<file path="src/shared/ptd_pkg.sv">
package ptd_pkg;

  // ---------------------------------------------------------------
  // Register indices; byte address is four times the index
  // ---------------------------------------------------------------
  localparam logic [7:0] PTD_IDX_PLL_MOD    = 8'h3a;
  localparam logic [7:0] PTD_IDX_TICK_CTRL  = 8'h3b;
  localparam logic [7:0] PTD_IDX_CLK_SEL    = 8'h39;
  localparam logic [7:0] PTD_IDX_PROTECT    = 8'h3f;
  localparam logic [7:0] PTD_IDX_STATUS     = 8'h37;
  localparam logic [7:0] PTD_IDX_IRQ_STAT   = 8'h40;
  localparam logic [7:0] PTD_IDX_IRQ_MASK   = 8'h41;

  // ---------------------------------------------------------------
  // Field positions and reset values
  // ---------------------------------------------------------------
  localparam int         PTD_FM_LSB         = 4;
  localparam int         PTD_CS_PLL_SOURCE_SELECT_BIT  = 7;
  localparam int         PTD_CS_PSTOP_BIT   = 6;
  localparam int         PTD_CS_TSEL_BIT    = 1;
  localparam int         PTD_ST_LOCK_BIT    = 1;
  localparam int         PTD_ST_OSCUP_BIT   = 0;
  localparam int         PTD_IRQ_TICK_BIT   = 0;
  localparam int         PTD_IRQ_OSCLOST_BIT = 1;
  localparam logic [7:0] PTD_TICK_RST       = 8'h00;
  localparam logic [1:0] PTD_FM_RST         = 2'h0;
  localparam logic       PTD_PLL_SOURCE_SELECT_RST     = 1'b1;
  localparam logic       PTD_WRITE_PROTECT_BIT_RST       = 1'b0;
  localparam logic [1:0] PTD_IRQ_RST        = 2'h0;
  localparam logic [3:0] PTD_FM_DIV_LAST    = 4'hf;

  // Modulation amplitude codes
  typedef enum logic [1:0] {
    PTD_FM_OFF, PTD_FM_PM1, PTD_FM_PM2, PTD_FM_PM4
  } ptd_fm_amp_t;

  // Tick control layout
  typedef struct packed {
    logic       decimal_divider_select;
    logic [2:0] tick_prescale_field;
    logic [3:0] tick_modulus_field;
  } ptd_tick_ctrl_t;

  // Prescaler length in source-clock edges
  function automatic logic [17:0] ptd_prescale(input logic dec, input logic [2:0] code);
    logic [17:0] v;
    v = 18'h0_0000;
    if (dec) begin
      case (code)
        3'h0:    v = 18'd1000;
        3'h1:    v = 18'd2000;
        3'h2:    v = 18'd5000;
        3'h3:    v = 18'd10000;
        3'h4:    v = 18'd20000;
        3'h5:    v = 18'd50000;
        3'h6:    v = 18'd100000;
        default: v = 18'd200000;
      endcase
    end else if (code != 3'h0) begin
      v = 18'h0_0001 << (5'd9 + {2'b00, code});
    end
    return v;
  endfunction

endpackage

</file>
<file path="src/logic/ptd_top.sv">
`timescale 1ns/1ns
module ptd_top (
  // Clock and reset
  input  wire logic        pclk,
  input  wire logic        presetn,
  // APB slave
  input  wire logic        psel,
  input  wire logic        penable,
  input  wire logic        pwrite,
  input  wire logic [11:0] paddr,
  input  wire logic [31:0] pwdata,
  output logic      [31:0] prdata,
  output logic             pready,
  output logic             pslverr,
  // Clock sources, one-cycle pulse per source edge
  input  wire logic        internal_rc_clock,
  input  wire logic        oscillator_clock,
  input  wire logic        pll_ref_tick,
  // Unit status events and mode
  input  wire logic        osc_up_event,
  input  wire logic        osc_lost_event,
  input  wire logic        pll_lock_event,
  input  wire logic        stop_mode,
  // Outputs
  output ptd_pkg::ptd_fm_amp_t vco_modulation_amp,
  output logic             vco_modulation_step,
  output logic             periodic_tick,
  output logic             irq
);
  import ptd_pkg::*;

  // ---------------------------------------------------------------
  // Register state
  // ---------------------------------------------------------------
  ptd_tick_ctrl_t tick_ctrl_r;
  ptd_fm_amp_t    fm_amp_r;
  logic           pll_source_select_r;
  logic           pseudo_stop_enable_r;
  logic           tick_clock_select_r;
  logic           write_protect_bit_r;
  logic           oscillator_up_flag_r;
  logic           lock_flag_r;
  logic [1:0]     irq_stat_r;
  logic [1:0]     irq_mask_r;
  logic [31:0]    prdata_r;
  logic           pready_r;
  logic           pslverr_r;
  logic [17:0]    presc_cnt_r;
  logic [3:0]     mod_cnt_r;
  logic [3:0]     fm_div_r;
  logic           fm_step_r;
  logic           tick_r;
  logic           irq_r;

  // ---------------------------------------------------------------
  // Bus decode
  // ---------------------------------------------------------------
  logic [7:0] idx;
  logic       wr_en;
  logic       wr_pll;
  logic       wr_tick;
  logic       wr_cs;
  logic       wr_write_protect_bit;
  logic       wr_istat;
  logic       wr_imask;
  logic       pll_write_ok;
  logic       mapped;

  assign idx      = paddr[9:2];
  assign wr_en    = psel & penable & pwrite & pready_r;
  assign wr_pll   = wr_en & (idx == PTD_IDX_PLL_MOD);
  assign wr_tick  = wr_en & (idx == PTD_IDX_TICK_CTRL);
  assign wr_cs    = wr_en & (idx == PTD_IDX_CLK_SEL) & ~write_protect_bit_r;
  assign wr_write_protect_bit  = wr_en & (idx == PTD_IDX_PROTECT);
  assign wr_istat = wr_en & (idx == PTD_IDX_IRQ_STAT);
  assign wr_imask = wr_en & (idx == PTD_IDX_IRQ_MASK);
  // Blocked writes still complete on the bus, they just change nothing
  assign pll_write_ok = wr_pll & ~write_protect_bit_r & pll_source_select_r;

  always_comb begin
    mapped = 1'b1;
    if (idx == PTD_IDX_PLL_MOD) begin
      mapped = 1'b1;
    end else if (idx == PTD_IDX_TICK_CTRL) begin
      mapped = 1'b1;
    end else if (idx == PTD_IDX_CLK_SEL) begin
      mapped = 1'b1;
    end else if (idx == PTD_IDX_PROTECT) begin
      mapped = 1'b1;
    end else if (idx == PTD_IDX_STATUS) begin
      mapped = 1'b1;
    end else if (idx == PTD_IDX_IRQ_STAT) begin
      mapped = 1'b1;
    end else if (idx == PTD_IDX_IRQ_MASK) begin
      mapped = 1'b1;
    end else begin
      mapped = 1'b0;
    end
  end

  // Answer one cycle after setup; read data captured during setup
  always_ff @(posedge pclk or negedge presetn) begin
    if (!presetn) begin
      pready_r  <= 1'b0;
      pslverr_r <= 1'b0;
      prdata_r  <= 32'h0000_0000;
    end else begin
      pready_r  <= psel & ~penable;
      pslverr_r <= psel & ~penable & ~mapped;
      if (psel & ~penable & ~pwrite) begin
        if (idx == PTD_IDX_PLL_MOD) begin
          prdata_r <= {26'h0, fm_amp_r, 4'h0};
        end else if (idx == PTD_IDX_TICK_CTRL) begin
          prdata_r <= {24'h0, tick_ctrl_r};
        end else if (idx == PTD_IDX_CLK_SEL) begin
          prdata_r <= {24'h0, pll_source_select_r, pseudo_stop_enable_r, 4'h0,
                       tick_clock_select_r, 1'b0};
        end else if (idx == PTD_IDX_PROTECT) begin
          prdata_r <= {31'h0, write_protect_bit_r};
        end else if (idx == PTD_IDX_STATUS) begin
          prdata_r <= {30'h0, lock_flag_r, oscillator_up_flag_r};
        end else if (idx == PTD_IDX_IRQ_STAT) begin
          prdata_r <= {30'h0, irq_stat_r};
        end else if (idx == PTD_IDX_IRQ_MASK) begin
          prdata_r <= {30'h0, irq_mask_r};
        end else begin
          prdata_r <= 32'h0000_0000;
        end
      end
    end
  end

  // ---------------------------------------------------------------
  // PLL modulation control
  // ---------------------------------------------------------------
  // Bus-clock limit and filter exclusivity are software's job; nothing checks them
  always_ff @(posedge pclk or negedge presetn) begin
    if (!presetn) begin
      fm_amp_r <= PTD_FM_OFF;
    end else if (pll_write_ok) begin
      fm_amp_r <= ptd_fm_amp_t'(pwdata[PTD_FM_LSB +: 2]);
    end
  end

  // Status flags: an accepted PLL write clears them, a same-cycle set wins
  always_ff @(posedge pclk or negedge presetn) begin
    if (!presetn) begin
      oscillator_up_flag_r <= 1'b0;
      lock_flag_r          <= 1'b0;
    end else begin
      if (osc_up_event) begin
        oscillator_up_flag_r <= 1'b1;
      end else if (osc_lost_event | pll_write_ok) begin
        oscillator_up_flag_r <= 1'b0;
      end
      if (pll_lock_event) begin
        lock_flag_r <= 1'b1;
      end else if (pll_write_ok) begin
        lock_flag_r <= 1'b0;
      end
    end
  end

  // Modulation step every sixteen reference edges
  always_ff @(posedge pclk or negedge presetn) begin
    if (!presetn) begin
      fm_div_r  <= 4'h0;
      fm_step_r <= 1'b0;
    end else begin
      fm_step_r <= 1'b0;
      if (fm_amp_r == PTD_FM_OFF) begin
        fm_div_r <= 4'h0;
      end else if (pll_ref_tick) begin
        fm_div_r  <= fm_div_r + 4'h1;
        fm_step_r <= (fm_div_r == PTD_FM_DIV_LAST);
      end
    end
  end

  // ---------------------------------------------------------------
  // Clock select and protection
  // ---------------------------------------------------------------
  logic tsel_nxt;
  always_comb begin
    tsel_nxt = tick_clock_select_r;
    if (wr_cs) begin
      tsel_nxt = pwdata[PTD_CS_TSEL_BIT] & oscillator_up_flag_r;
    end
    if (osc_lost_event | pll_write_ok) begin
      tsel_nxt = 1'b0;
    end
  end

  always_ff @(posedge pclk or negedge presetn) begin
    if (!presetn) begin
      pll_source_select_r  <= PTD_PLL_SOURCE_SELECT_RST;
      pseudo_stop_enable_r <= 1'b0;
      tick_clock_select_r  <= 1'b0;
      write_protect_bit_r  <= PTD_WRITE_PROTECT_BIT_RST;
    end else begin
      tick_clock_select_r <= tsel_nxt;
      if (wr_cs) begin
        pseudo_stop_enable_r <= pwdata[PTD_CS_PSTOP_BIT];
        pll_source_select_r  <= pwdata[PTD_CS_PLL_SOURCE_SELECT_BIT];
      end
      if (wr_write_protect_bit) begin
        write_protect_bit_r <= pwdata[0];
      end
    end
  end

  // ---------------------------------------------------------------
  // Periodic tick timer
  // ---------------------------------------------------------------
  logic        src_edge;
  logic        halted;
  logic        timer_off;
  logic        restart;
  logic [17:0] presc_len;
  logic        presc_wrap;
  logic        expire;

  assign src_edge   = tick_clock_select_r ? oscillator_clock : internal_rc_clock;
  assign halted     = stop_mode & ~(pseudo_stop_enable_r & tick_clock_select_r);
  assign timer_off  = ~tick_ctrl_r.decimal_divider_select &
                      (tick_ctrl_r.tick_prescale_field == 3'h0);
  assign restart    = wr_tick | (tsel_nxt != tick_clock_select_r);
  assign presc_len  = ptd_prescale(tick_ctrl_r.decimal_divider_select,
                                   tick_ctrl_r.tick_prescale_field);
  assign presc_wrap = (presc_cnt_r == presc_len - 18'h0_0001);
  assign expire     = src_edge & ~halted & ~timer_off & presc_wrap &
                      (mod_cnt_r == tick_ctrl_r.tick_modulus_field);

  always_ff @(posedge pclk or negedge presetn) begin
    if (!presetn) begin
      tick_ctrl_r <= ptd_tick_ctrl_t'(PTD_TICK_RST);
    end else if (wr_tick) begin
      tick_ctrl_r <= ptd_tick_ctrl_t'(pwdata[7:0]);
    end
  end

  // Counter keeps its value across stop; only restarts and the binary prescale code zero clear it
  always_ff @(posedge pclk or negedge presetn) begin
    if (!presetn) begin
      presc_cnt_r <= 18'h0_0000;
      mod_cnt_r   <= 4'h0;
    end else if (restart | timer_off) begin
      presc_cnt_r <= 18'h0_0000;
      mod_cnt_r   <= 4'h0;
    end else if (src_edge & ~halted) begin
      if (presc_wrap) begin
        presc_cnt_r <= 18'h0_0000;
        mod_cnt_r   <= expire ? 4'h0 : mod_cnt_r + 4'h1;
      end else begin
        presc_cnt_r <= presc_cnt_r + 18'h0_0001;
      end
    end
  end

  // ---------------------------------------------------------------
  // Interrupts: write one to clear, set wins
  // ---------------------------------------------------------------
  logic [1:0] ev;
  assign ev = {osc_lost_event, expire & ~restart};

  always_ff @(posedge pclk or negedge presetn) begin
    if (!presetn) begin
      irq_stat_r <= PTD_IRQ_RST;
      irq_mask_r <= PTD_IRQ_RST;
      tick_r     <= 1'b0;
      irq_r      <= 1'b0;
    end else begin
      irq_stat_r <= (irq_stat_r & ~(wr_istat ? pwdata[1:0] : 2'b00)) | ev;
      if (wr_imask) begin
        irq_mask_r <= pwdata[1:0];
      end
      tick_r <= ev[PTD_IRQ_TICK_BIT];
      irq_r  <= |(irq_stat_r & irq_mask_r);
    end
  end

  assign prdata              = prdata_r;
  assign pready              = pready_r;
  assign pslverr             = pslverr_r;
  assign vco_modulation_amp  = fm_amp_r;
  assign vco_modulation_step = fm_step_r;
  assign periodic_tick       = tick_r;
  assign irq                 = irq_r;

  // ---------------------------------------------------------------
  // Assertions
  // ---------------------------------------------------------------
  a_pll_write_gate: assert property (@(posedge pclk) disable iff (!presetn)
    wr_pll && (write_protect_bit_r || !pll_source_select_r) |=> $stable(fm_amp_r))
    else $error("blocked PLL write changed modulation field");

  a_pll_clear_flags: assert property (@(posedge pclk) disable iff (!presetn)
    pll_write_ok && !osc_up_event && !pll_lock_event |=> !oscillator_up_flag_r && !lock_flag_r)
    else $error("accepted PLL write left status flags set");

  a_fm_step_rate: assert property (@(posedge pclk) disable iff (!presetn)
    fm_step_r |-> fm_div_r == 4'h0 && fm_amp_r != PTD_FM_OFF && $past(pll_ref_tick))
    else $error("modulation step out of sixteen-edge cadence");

  a_tick_restart: assert property (@(posedge pclk) disable iff (!presetn)
    wr_tick |=> presc_cnt_r == 18'h0_0000 && mod_cnt_r == 4'h0)
    else $error("tick control write did not restart timeout");

  a_sel_restart: assert property (@(posedge pclk) disable iff (!presetn)
    $changed(tick_clock_select_r) |-> presc_cnt_r == 18'h0_0000 && mod_cnt_r == 4'h0)
    else $error("clock select change did not restart timeout");

  a_stop_halt: assert property (@(posedge pclk) disable iff (!presetn)
    halted && !restart |=> $stable(presc_cnt_r) && $stable(mod_cnt_r))
    else $error("tick counter moved while halted in stop");

  a_off_code: assert property (@(posedge pclk) disable iff (!presetn)
    timer_off |=> presc_cnt_r == 18'h0_0000 && mod_cnt_r == 4'h0 && !tick_r)
    else $error("timer ran with prescale code zero in binary mode");

  a_osc_loss_sel: assert property (@(posedge pclk) disable iff (!presetn)
    osc_lost_event |=> !tick_clock_select_r ##1 !tick_clock_select_r || $past(wr_cs))
    else $error("oscillator loss did not clear tick clock select");

  a_expire_flag: assert property (@(posedge pclk) disable iff (!presetn)
    expire && !restart |=> irq_stat_r[PTD_IRQ_TICK_BIT] && tick_r ##1 irq == irq_mask_r[0])
    else $error("expiry did not raise tick flag");

endmodule

</file>
<file path="config.mk">
export PLATFORM = sky130hd
export DESIGN_NAME = ptd_top
export DESIGN_NICKNAME = d
export VERILOG_FILES = /design/src/shared/ptd_pkg.sv /design/src/logic/ptd_top.sv
export SDC_FILE = /design/constraint.sdc
export NUM_CORES = 1
export LEC_CHECK = 0
export ABC_AREA = 0
export BUFFER_PORTS_ARGS = -buffer_cell sky130_fd_sc_hd__buf_2
export CAP_MARGIN = 25
export CORE_MARGIN = 2
export CORE_UTILIZATION = 61
export CTS_BUF_LIST = sky130_fd_sc_hd__clkbuf_8
export DETAILED_ROUTE_END_ITERATION = 10
export PLACE_DENSITY = 0.89
export SETUP_SLACK_MARGIN = 0.05
export SYNTH_ARGS = -nofsm -noshare
export SYNTH_HDL_FRONTEND = slang
export SYNTH_SLANG_ARGS = --single-unit
export TNS_END_PERCENT = 5
</file>
<file path="constraint.sdc">
create_clock -name pclk -period 7.6 [get_ports pclk]
set_input_delay 1.52 -clock pclk [delete_from_list [all_inputs] [get_ports pclk]]
set_output_delay 1.52 -clock pclk [all_outputs]
set_load 0.02 [all_outputs]
</file>
### Word level (Yosys, flattened, before mapping)

Index checks and enable logic that the tools add are counted.

| cells by class | value |
|---|---|
| add/subtract/negate cells | 5 |
| multipliers | 0 |
| divide/modulo/power cells | 0 |
| order comparisons | 0 |
| eq/ne operators | 17 |
| shift-type cells | 1 |
| mux-type cells | 36 |
| bitwise logic cells | 40 |
| reduce and logical (&&, ||, !) cells | 10 |

Operator list:

| kind | count |
|---|---|
| $pmux 18 s7 | 1 |
| $mux 18 | 5 |
| $eq 8x6->1 const B | 5 |
| $and 1x1->1 | 24 |
| $mux 4 | 6 |
| $mux 8 | 3 |
| $add 18x1->18 const B | 1 |
| $eq 18x18->1 | 1 |
| $shl 1x5->18 const A | 1 |
| $sub 18x1->18 const B | 1 |
| $eq 8x7->1 const B | 2 |
| $mux 1 | 16 |
| $mux 2 | 5 |
| $reduce_bool 2->1 | 5 |
| $eq 3x3->1 const B | 3 |
| $not 1->1 | 9 |
| $add 4x1->4 const B | 2 |
| $eq 3x2->1 const B | 2 |
| $add 4x3->5 const A | 1 |
| $and 2x2->2 | 2 |
| $eq 4x4->1 | 1 |
| $eq 4x4->1 const B | 1 |
| $eq 3x1->1 const B | 1 |
| $logic_not 3->1 | 1 |
| other kinds (8) | 10 |

| word-level totals | value |
|---|---|
| register bits after elaboration | 83 |
| bits in latches | 0 |
| memory bits (writable) | 0 |
| bits in read-only memories | 0 |
| input bits | 56 |
| output and inout bits | 39 |
| logic and storage cells | 130 |
| memories kept | 0 |

### Longest topological paths before layout

Gate-level depths: netlist of run 1.

| depth | value |
|---|---|
| depth after elaboration | 13 |
| mapped depth | 17 |
| gate-level depth less buffers | 14 |

### Worst setup path before layout of run 1

OpenSTA, ideal clock, no wires.

| timing | value |
|---|---|
| path type | reg-to-reg |
| start | register tick_ctrl_r[4] (netlist name) |
| end | register mod_cnt_r[3] |
| setup time | 0.122 ns |
| data arrival time | 3.670 ns |
| data required time | 7.478 ns |
| slack | 3.808 ns |
| cell stages (with the launch flop) | 15 |
| path buffers | 2 |
| clock period less this slack | 3.792 ns |
| cell sequence | dfrtp_1 buf_6 nand2_1 inv_1 ha_1 buf_2 and4b_1 a2bb2oi_1 or3_4 or4_4 or4_4 a21oi_2 nand4_1 or4_1 a32o_1 |

| on the way | value |
|---|---|
| longest elaborated chain between the ends | 12 |
| elaborated cells between the ends (all ways) | 28 |
| those cells by class | 2 x add/sub; 7 x eq/ne; 1 x shift; 7 x mux; 6 x bitwise; 5 x reduce/logical |

RTL lines:

| element | line | text |
|---|---|---|
| from (decl) | ptd_top.sv:35 | `ptd_tick_ctrl_t tick_ctrl_r;` |
| from (signal assigned) | ptd_top.sv:236 | `tick_ctrl_r <= ptd_tick_ctrl_t'(PTD_TICK_RST);` |
| from (signal assigned) | ptd_top.sv:238 | `tick_ctrl_r <= ptd_tick_ctrl_t'(pwdata[7:0]);` |
| $add 4x3->5 | ptd_pkg.sv:60 | `v = 18'h0_0001 << (5'd9 + {2'b00, code});` |
| $shl 1x5->18 | ptd_pkg.sv:60 |  |
| $mux 18 | ptd_pkg.sv:59 | `end else if (code != 3'h0) begin` |
| $mux 18 | ptd_pkg.sv:48 | `if (dec) begin` |
| $sub 18x1->18 | ptd_top.sv:230 | `assign presc_wrap = (presc_cnt_r == presc_len - 18'h0_0001);` |
| $eq 18x18->1 | ptd_top.sv:230 |  |
| $and 1x1->1 (2 in series) | ptd_top.sv:231 | `assign expire = src_edge & ~halted & ~timer_off & presc_wrap &` |
| $mux 4 | ptd_top.sv:253 | `mod_cnt_r <= expire ? 4'h0 : mod_cnt_r + 4'h1;` |
| $mux 4 | ptd_top.sv:251 | `if (presc_wrap) begin` |
| $mux 4 | ptd_top.sv:250 | `end else if (src_edge & ~halted) begin` |
| $mux 4 | ptd_top.sv:247 | `end else if (restart \| timer_off) begin` |
| to (signal assigned) | ptd_top.sv:253 |  |
| to (decl) | ptd_top.sv:49 | `logic [3:0] mod_cnt_r;` |

Parallel ways exist; a longest one is shown, timed or not. The select of a mux whose other input is x is not followed.
A chain may end at the register's enable or synchronous reset.

### Worst setup path in the final report of run 1

| timing | value |
|---|---|
| start | register tick_ctrl_r[4] (netlist name) |
| end | register mod_cnt_r[1] |

Same word-level chain as after synthesis.

==> out/qor.csv, run 1 <==
stage,metric,value,unit
die,start_util,62.5,%
clocking,postCtsSetupBuffers,0,
route,wl_met2,4.91,mm
logic_synthesis,synthFlopType,dfrtp_1,
logic_synthesis,synth_top_cell_by_area,dfrtp_1,
grt,grt_pass1_vias,3532,
grt,antenna_found_initial,0,
logic_synthesis,ys.warnings.count,0,
power,leakagePower,0.00208,µW
place,postPlaceCellArea,4330,µm²
timing,hold_viol,0,
clocking,hold_buffers,0,
clocking,cts_tree,done,
critical_path,worstReg2RegStart,tick_ctrl_r[4],
timing,timing.final.crit_period,4.70,ns
clocking,cts_root_buf,clkbuf_8,
worst_hold_path,worstHoldStart,prdata[3],
die,num_rows,30,
run,cap_viol_max_count,0,
critical_path,arrival,4.93,ns
timing,rsz0062_at_grt,no,
finish,final_nets,572,
die,dieArea,7560,µm²
logic_synthesis,ys_seq_elements,59,
logic_synthesis,syn_avg_cell_area,8.85,µm²
power,ir_drop,0.149,mV
route,highest_layer,met4,
route,drc,0,
logic_synthesis,synth_area_leaders,"dfrtp_1, mux2_2, xnor2_1, buf_4, nand2_1",
clocking,clock-sinks,59,
place,port_buffers,42,
route,firstDrtPassIters,5,
logic_synthesis,ys_types,69,
clocking,cts_buffers,9,
critical_path,critPathRequiredTime,7.83,ns
logic_synthesis,synthCells,474,
logic_synthesis,synth_edf_count,0,
critical_path,start_kind,register,
timing,setup_viol,0,
die,die_y,86.9,µm
clocking,cts_buffer_depth,2,
grt,grt_overflow,0,
finish,diodes,0,
finish,nFillCells,502,
critical_path,r2r_cells,12,
clocking,clk_pin_slew,0.07,ns
worst_hold_path,hold_depth,2,
critical_path,endpoint_kind,register,
grt,grtUsageTotal,27.2,%
grt,grt_pass1_wl,16.3,mm
die,coreArea,6720,µm²
power,p_per_area,160,nW/µm²
timing,timing.final.crit_share,61.9,%
clocking,htreeDepth,3,
finish,layout-drive-gt1-share,18.1,%
route,num_vias,3686,
route,wirelength,9.89,mm
critical_path,crit_path_max_fanout,18,
worst_hold_path,holdCritPathClass,register to register,
place,dp_hpwl,7.19,mm
grt,grt_max_degree,60,
critical_path,r2r-end,mod_cnt_r[1],
worst_hold_path,hold_path_end,prdata[3],
route,viasPerCell,6.22,
route,dr_wl_met3,530,µm
timing,tightest_slew,0.981,ns
timing,finalSetupTns,0,ns
logic_synthesis,synthArstFlopShare,100,%
timing,slew_headroom,34.0,%
timing,fmax,213,MHz
route,drtIter0Drc,317,
logic_synthesis,netlist_area,4200,µm²
clocking,postCtsResizedCells,0,
clocking,clkLatencyLatePin,0.35,ns
timing,slew_viol_final,0,
critical_path,r2r_slack,2.90,ns
logic_synthesis,synthTopCellsByCount,"dfrtp_1, nand2_1, nor2_1",
finish,area_delta_synth_final,7.90,%
route,m1WireLength,4.10,mm
logic_synthesis,seq_area_frac_synth,35.2,%
route,drtAntennaViolNets,0,
logic_synthesis,synth_top_area_share,34.6,%
place,place_congestion,0.906,
timing,skew,0.00909,ns
die,die_w,86.9,µm
finish,post-route-cell-area,4530,µm²
logic_synthesis,yosysMostFrequentCell,dfrtp_1,
die,ioPinCount,95,
route,avgRoutedWirePerCell,16.7,µm
run_status,run_status,"complete, no violations",
critical_path,path_class,register to register,
power,p_total,724,µW
[layer usage]
| layer | vias to the layer above | global-route usage (%) |
|---|---|---|
| li1 | 1730 | - |
| met1 | 1765 | 33.8 |
| met2 | 159 | 46.7 |
| met5 | - | 0 |
| met4 | 0 | 12.5 |
| met3 | 32 | 3.89 |
[power by group]
part,total [µW],switching [µW],internal (µW)
logic,87.8,54.6,33.2
clock network,287,134,153
registers,349,22.1,327
total,724,211,513
[worst max-delay path, cell delays in order, from the launching register on]
cell and delay (ns):
dfrtp_1 0.70, nand2_1 0.25, inv_1 0.23, ha_1 0.37, and4b_1 0.24, a2bb2oi_1 0.14
or3_4 0.39, or4_4 0.53, or4_4 0.56, a21oi_2 0.15, nand4_1 0.15, nor3_1 0.47
mux2_2 0.39
[how the worst max path moves through the flow]
stage	from	end	slack, ns	cells past startpoint
final	tick_ctrl_r[4]	mod_cnt_r[1]	2.90	12
after CTS	tick_ctrl_r[4]	mod_cnt_r[0]	2.99	12
after global routing	tick_ctrl_r[4]	presc_cnt_r[3]	2.68	12
after detailed placement	tick_ctrl_r[4]	presc_cnt_r[16]	3.03	12
after global placement	tick_ctrl_r[4]	presc_cnt_r[2]	3.10	12
after floorplan	tick_ctrl_r[4]	mod_cnt_r[3]	3.81	14
[registers in the layout, indices dropped and copies added, names as in the netlist]
register / flops
fm_div_r: 4
irq: 1
irq_mask_r: 2
irq_stat_r: 2
lock_flag_r: 1
mod_cnt_r: 4
oscillator_up_flag_r: 1
periodic_tick: 1
pll_source_select_r: 1
prdata: 8
pready: 1
presc_cnt_r: 18
pseudo_stop_enable_r: 1
pslverr: 1
tick_clock_select_r: 1
tick_ctrl_r: 8
vco_modulation_amp: 2
vco_modulation_step: 1
write_protect_bit_r: 1
[stage by stage]
| stage | hold slack (ns) | util [%] | std cells | setup slack (ns) |
|---|---|---|---|---|
| after floorplan | 0.465 | - | 497 | 3.81 |
| after global placement | 0.452 | 64.4 | 577 | 3.10 |
| after detailed placement | 0.452 | 64.4 | 577 | 3.03 |
| after CTS | 0.468 | 67.4 | 593 | 2.99 |
| after global routing | 0.510 | 67.4 | 593 | 2.68 |
| final | 0.465 | 67.4 | 593 | 2.90 |
[cell families after synthesis]
family / synth area share [%]
xor+xnor: 8.56
buf+inv: 7.60
compound gates: 13.4
mux: 6.29
other cells: 0.179
simple gates: 26.4
fa+ha+maj: 2.39
flops: 35.2
[layout by cell type (no fill, tap or decap), types with 4 or more instances in the layout]
cell,netlist,layout
and2_1,6,6
xnor2_1,24,24
nor3b_1,4,4
nor2_1,44,44
dfrtp_1,58,58
nand3_1,24,24
nand2_1,45,45
and3_1,9,9
o211ai_1,6,6
xor2_1,17,17
a21oi_1,9,9
o31ai_1,7,7
ha_1,8,8
nor2b_1,4,4
a31oi_1,4,4
mux2_2,19,19
nor3_1,12,12
nand4_1,5,5
o21ai_0,21,21
clkbuf_8,0,9
conb_1,2,25
nor4_1,13,13
inv_1,12,12
nand2b_1,10,10
mux2i_1,5,5
buf_2,6,42
[final cells by class]
type / count / area [µm²] / area share [%]
Sequential cell: 59 / 1480 / 32.6
Tap cell: 80 / 100 / 2.21
Timing Repair Buffer: 43 / 218 / 4.81
Clock buffer: 9 / 124 / 2.74
Inverter: 12 / 45.0 / 0.995
Multi-Input combinational cell: 383 / 2490 / 54.9
Clock inverter: 7 / 77.6 / 1.71
(Power assumes the default switching activity.)
==> run 2, diff against run 1 <==
Settings changed: CORE_UTILIZATION 61 to 57, PLACE_DENSITY 0.89 to 0.84.
Clock period 7.6 ns to 4.5 ns, I/O delays scaled along.
==> run 2 against run 1 <==
Effect of this change: wire length down 3.2%; clock power up 68%; first-iteration DRC count down 40%; critical endpoint is now mod_cnt_r[0]; largest power group unchanged.
==> out/qor.csv, run 2 (synthesis results as in run 1) <==
stage,metric,value,unit
grt,grt_pass1_vias,3418,
place,placedCellCount,602,
critical_path,endpoint_kind,register,
grt,gr-max-usage-layer,met2,
route,drtAntennaViolNets,0,
grt,grtUsageTotal,24.6,%
timing,fmax,240,MHz
clocking,postCtsSetupBuffers,0,
timing,finalSetupTns,0,ns
critical_path,path_cells,nand2_1 -> inv_1 -> ha_1 -> nor3b_1 -> nand2_1 -> ha_1 -> o21ai_0 -> xor2_1 -> and3_1 -> o21ai_0 -> a211oi_1 -> nand4_1 -> nor3_1 -> mux2_2,
critical_path,crit_path_top_delay_cell,nor3b_1,
timing,timing.final.crit_period,4.17,ns
grt,gr-usage-met3,4.11,%
timing,tightest_slew,0.952,ns
power,p_total,1210,µW
timing,timing.final.crit_share,92.6,%
finish,final_nets,578,
die,die_w,89.8,µm
critical_path,r2r-end,mod_cnt_r[0],
power,leakagePower,0.00212,µW
clocking,clkLatencyLatePin,0.34,ns
finish,diodes,0,
worst_hold_path,hold_path_end,prdata[5],
die,die_y,89.8,µm
critical_path,r2r_slack,0.33,ns
place,port_buffers,42,
timing,slew_headroom,36.0,%
critical_path,worstReg2RegStart,tick_ctrl_r[5],
grt,grt_pass1_wl,16.2,mm
place,place_congestion,0.908,
clocking,htreeDepth,3,
route,avgRoutedWirePerCell,15.5,µm
run,cap_viol_max_count,0,
clocking,clk_pin_slew,0.07,ns
finish,layout_commonest_cell,dfrtp_1,
critical_path,crit_path_max_fanout,10,
clocking,cts_root_buf,clkbuf_8,
die,dieArea,8060,µm²
clocking,hold_buffers,0,
critical_path,cpPeakStageDelay,0.57,ns
clocking,clock-sinks,59,
timing,slew_viol_final,0,
critical_path,r2r_cells,14,
critical_path,path_class,register to register,
clocking,cts_tree,done,
finish,largest_register,presc_cnt_r,
grt,grtUsageMet1,32.4,%
die,num_rows,31,
route,viasPerCell,5.91,
worst_hold_path,hold_depth,2,
route,drc,0,
finish,layout-drive-gt1-share,18.9,%
clocking,postCtsResizedCells,0,
grt,antenna_found_initial,0,
place,dp_hpwl,7.09,mm
timing,setup_viol,0,
critical_path,critPathRequiredTime,4.72,ns
route,wirelength,9.58,mm
clocking,cts_buffers,9,
finish,area_delta_synth_final,9.36,%
power,p_per_area,265,nW/µm²
die,ioPinCount,95,
die,start_util,58.5,%
die,coreArea,7180,µm²
route,drtIter0Drc,190,
clocking,cts_buffer_depth,2,
finish,finalNonFillerCells,618,
worst_hold_path,worstHoldStart,prdata[5],
worst_hold_path,holdCritPathClass,register to register,
timing,skew,0.00784,ns
power,ir_drop,0.185,mV
finish,post-route-util,64.0,%
timing,hold_viol,0,
finish,layout_common_cells,"dfrtp_1, nand2_1, nor2_1, buf_2, conb_1",
grt,grt_max_degree,60,
timing,rsz0062_at_grt,yes,
grt,grt_overflow,0,
critical_path,arrival,4.39,ns
route,num_vias,3650,
critical_path,start_kind,register,
finish,largest_register_ffs,18,
route,firstDrtPassIters,6,
run_status,run_status,"complete, no violations",
grt,use_met2,40.4,%
[run 2: worst max-delay path by stage]
stage	startpoint	end	depth (start not counted)
after floorplan	tick_ctrl_r[4]	mod_cnt_r[3]	14
after global routing	tick_ctrl_r[4]	mod_cnt_r[0]	14
after CTS	tick_ctrl_r[4]	presc_cnt_r[4]	12
after detailed placement	tick_ctrl_r[4]	presc_cnt_r[5]	12
after global placement	tick_ctrl_r[5]	presc_cnt_r[2]	12
final	tick_ctrl_r[5]	mod_cnt_r[0]	14
[run 2: where the power goes]
group | internal (µW) | total [µW] | leakage, µW | switching (µW)
combinational | 56.6 | 148 | 0.00123 | 91.4
sequential | 552 | 586 | 0.000782 | 34.3
clock | 266 | 481 | 0.000103 | 215
total | 874 | 1210 | 0.00212 | 341
[run 2: cell type report]
cell class,instances,area (µm²)
Clock inverter,6,56.3
Timing Repair Buffer,49,263
Inverter,12,45.0
Fill cell,612,2590
Clock buffer,10,138
Tap cell,99,124
Sequential cell,59,1480
Multi-Input combinational cell,383,2490
[run 2: per-stage QoR]
stage                     hold slack (ns)  worst slack [ns]  instance area (µm²)
after global routing                0.503            0.0315                 4590
after detailed placement            0.465             0.432                 4400
final                               0.476             0.331                 4590
after floorplan                     0.465             0.708                 4280
after global placement              0.451             0.480                 4400
after CTS                           0.480             0.389                 4590
[run 2: critical path: cells and delay by family, from the launching register on]
family                     cells  cell delay [ns]
AOI/OAI and AO/OA              3             0.65
and+or+nand+nor                6             1.66
xor gates and xnor gates       1             0.20
buffers and inverters          1             0.14
adders and majority gates      2             0.62
muxes                          1             0.39
DFF                            1             0.38
[run 2: per-layer routing]
metal / share of wire, % / up-vias
li1: - / 1735
met1: 43 / 1747
met2: 49 / 147
met3: 5.7 / 21
met4: 2.4 / 0
met5: 0 / -
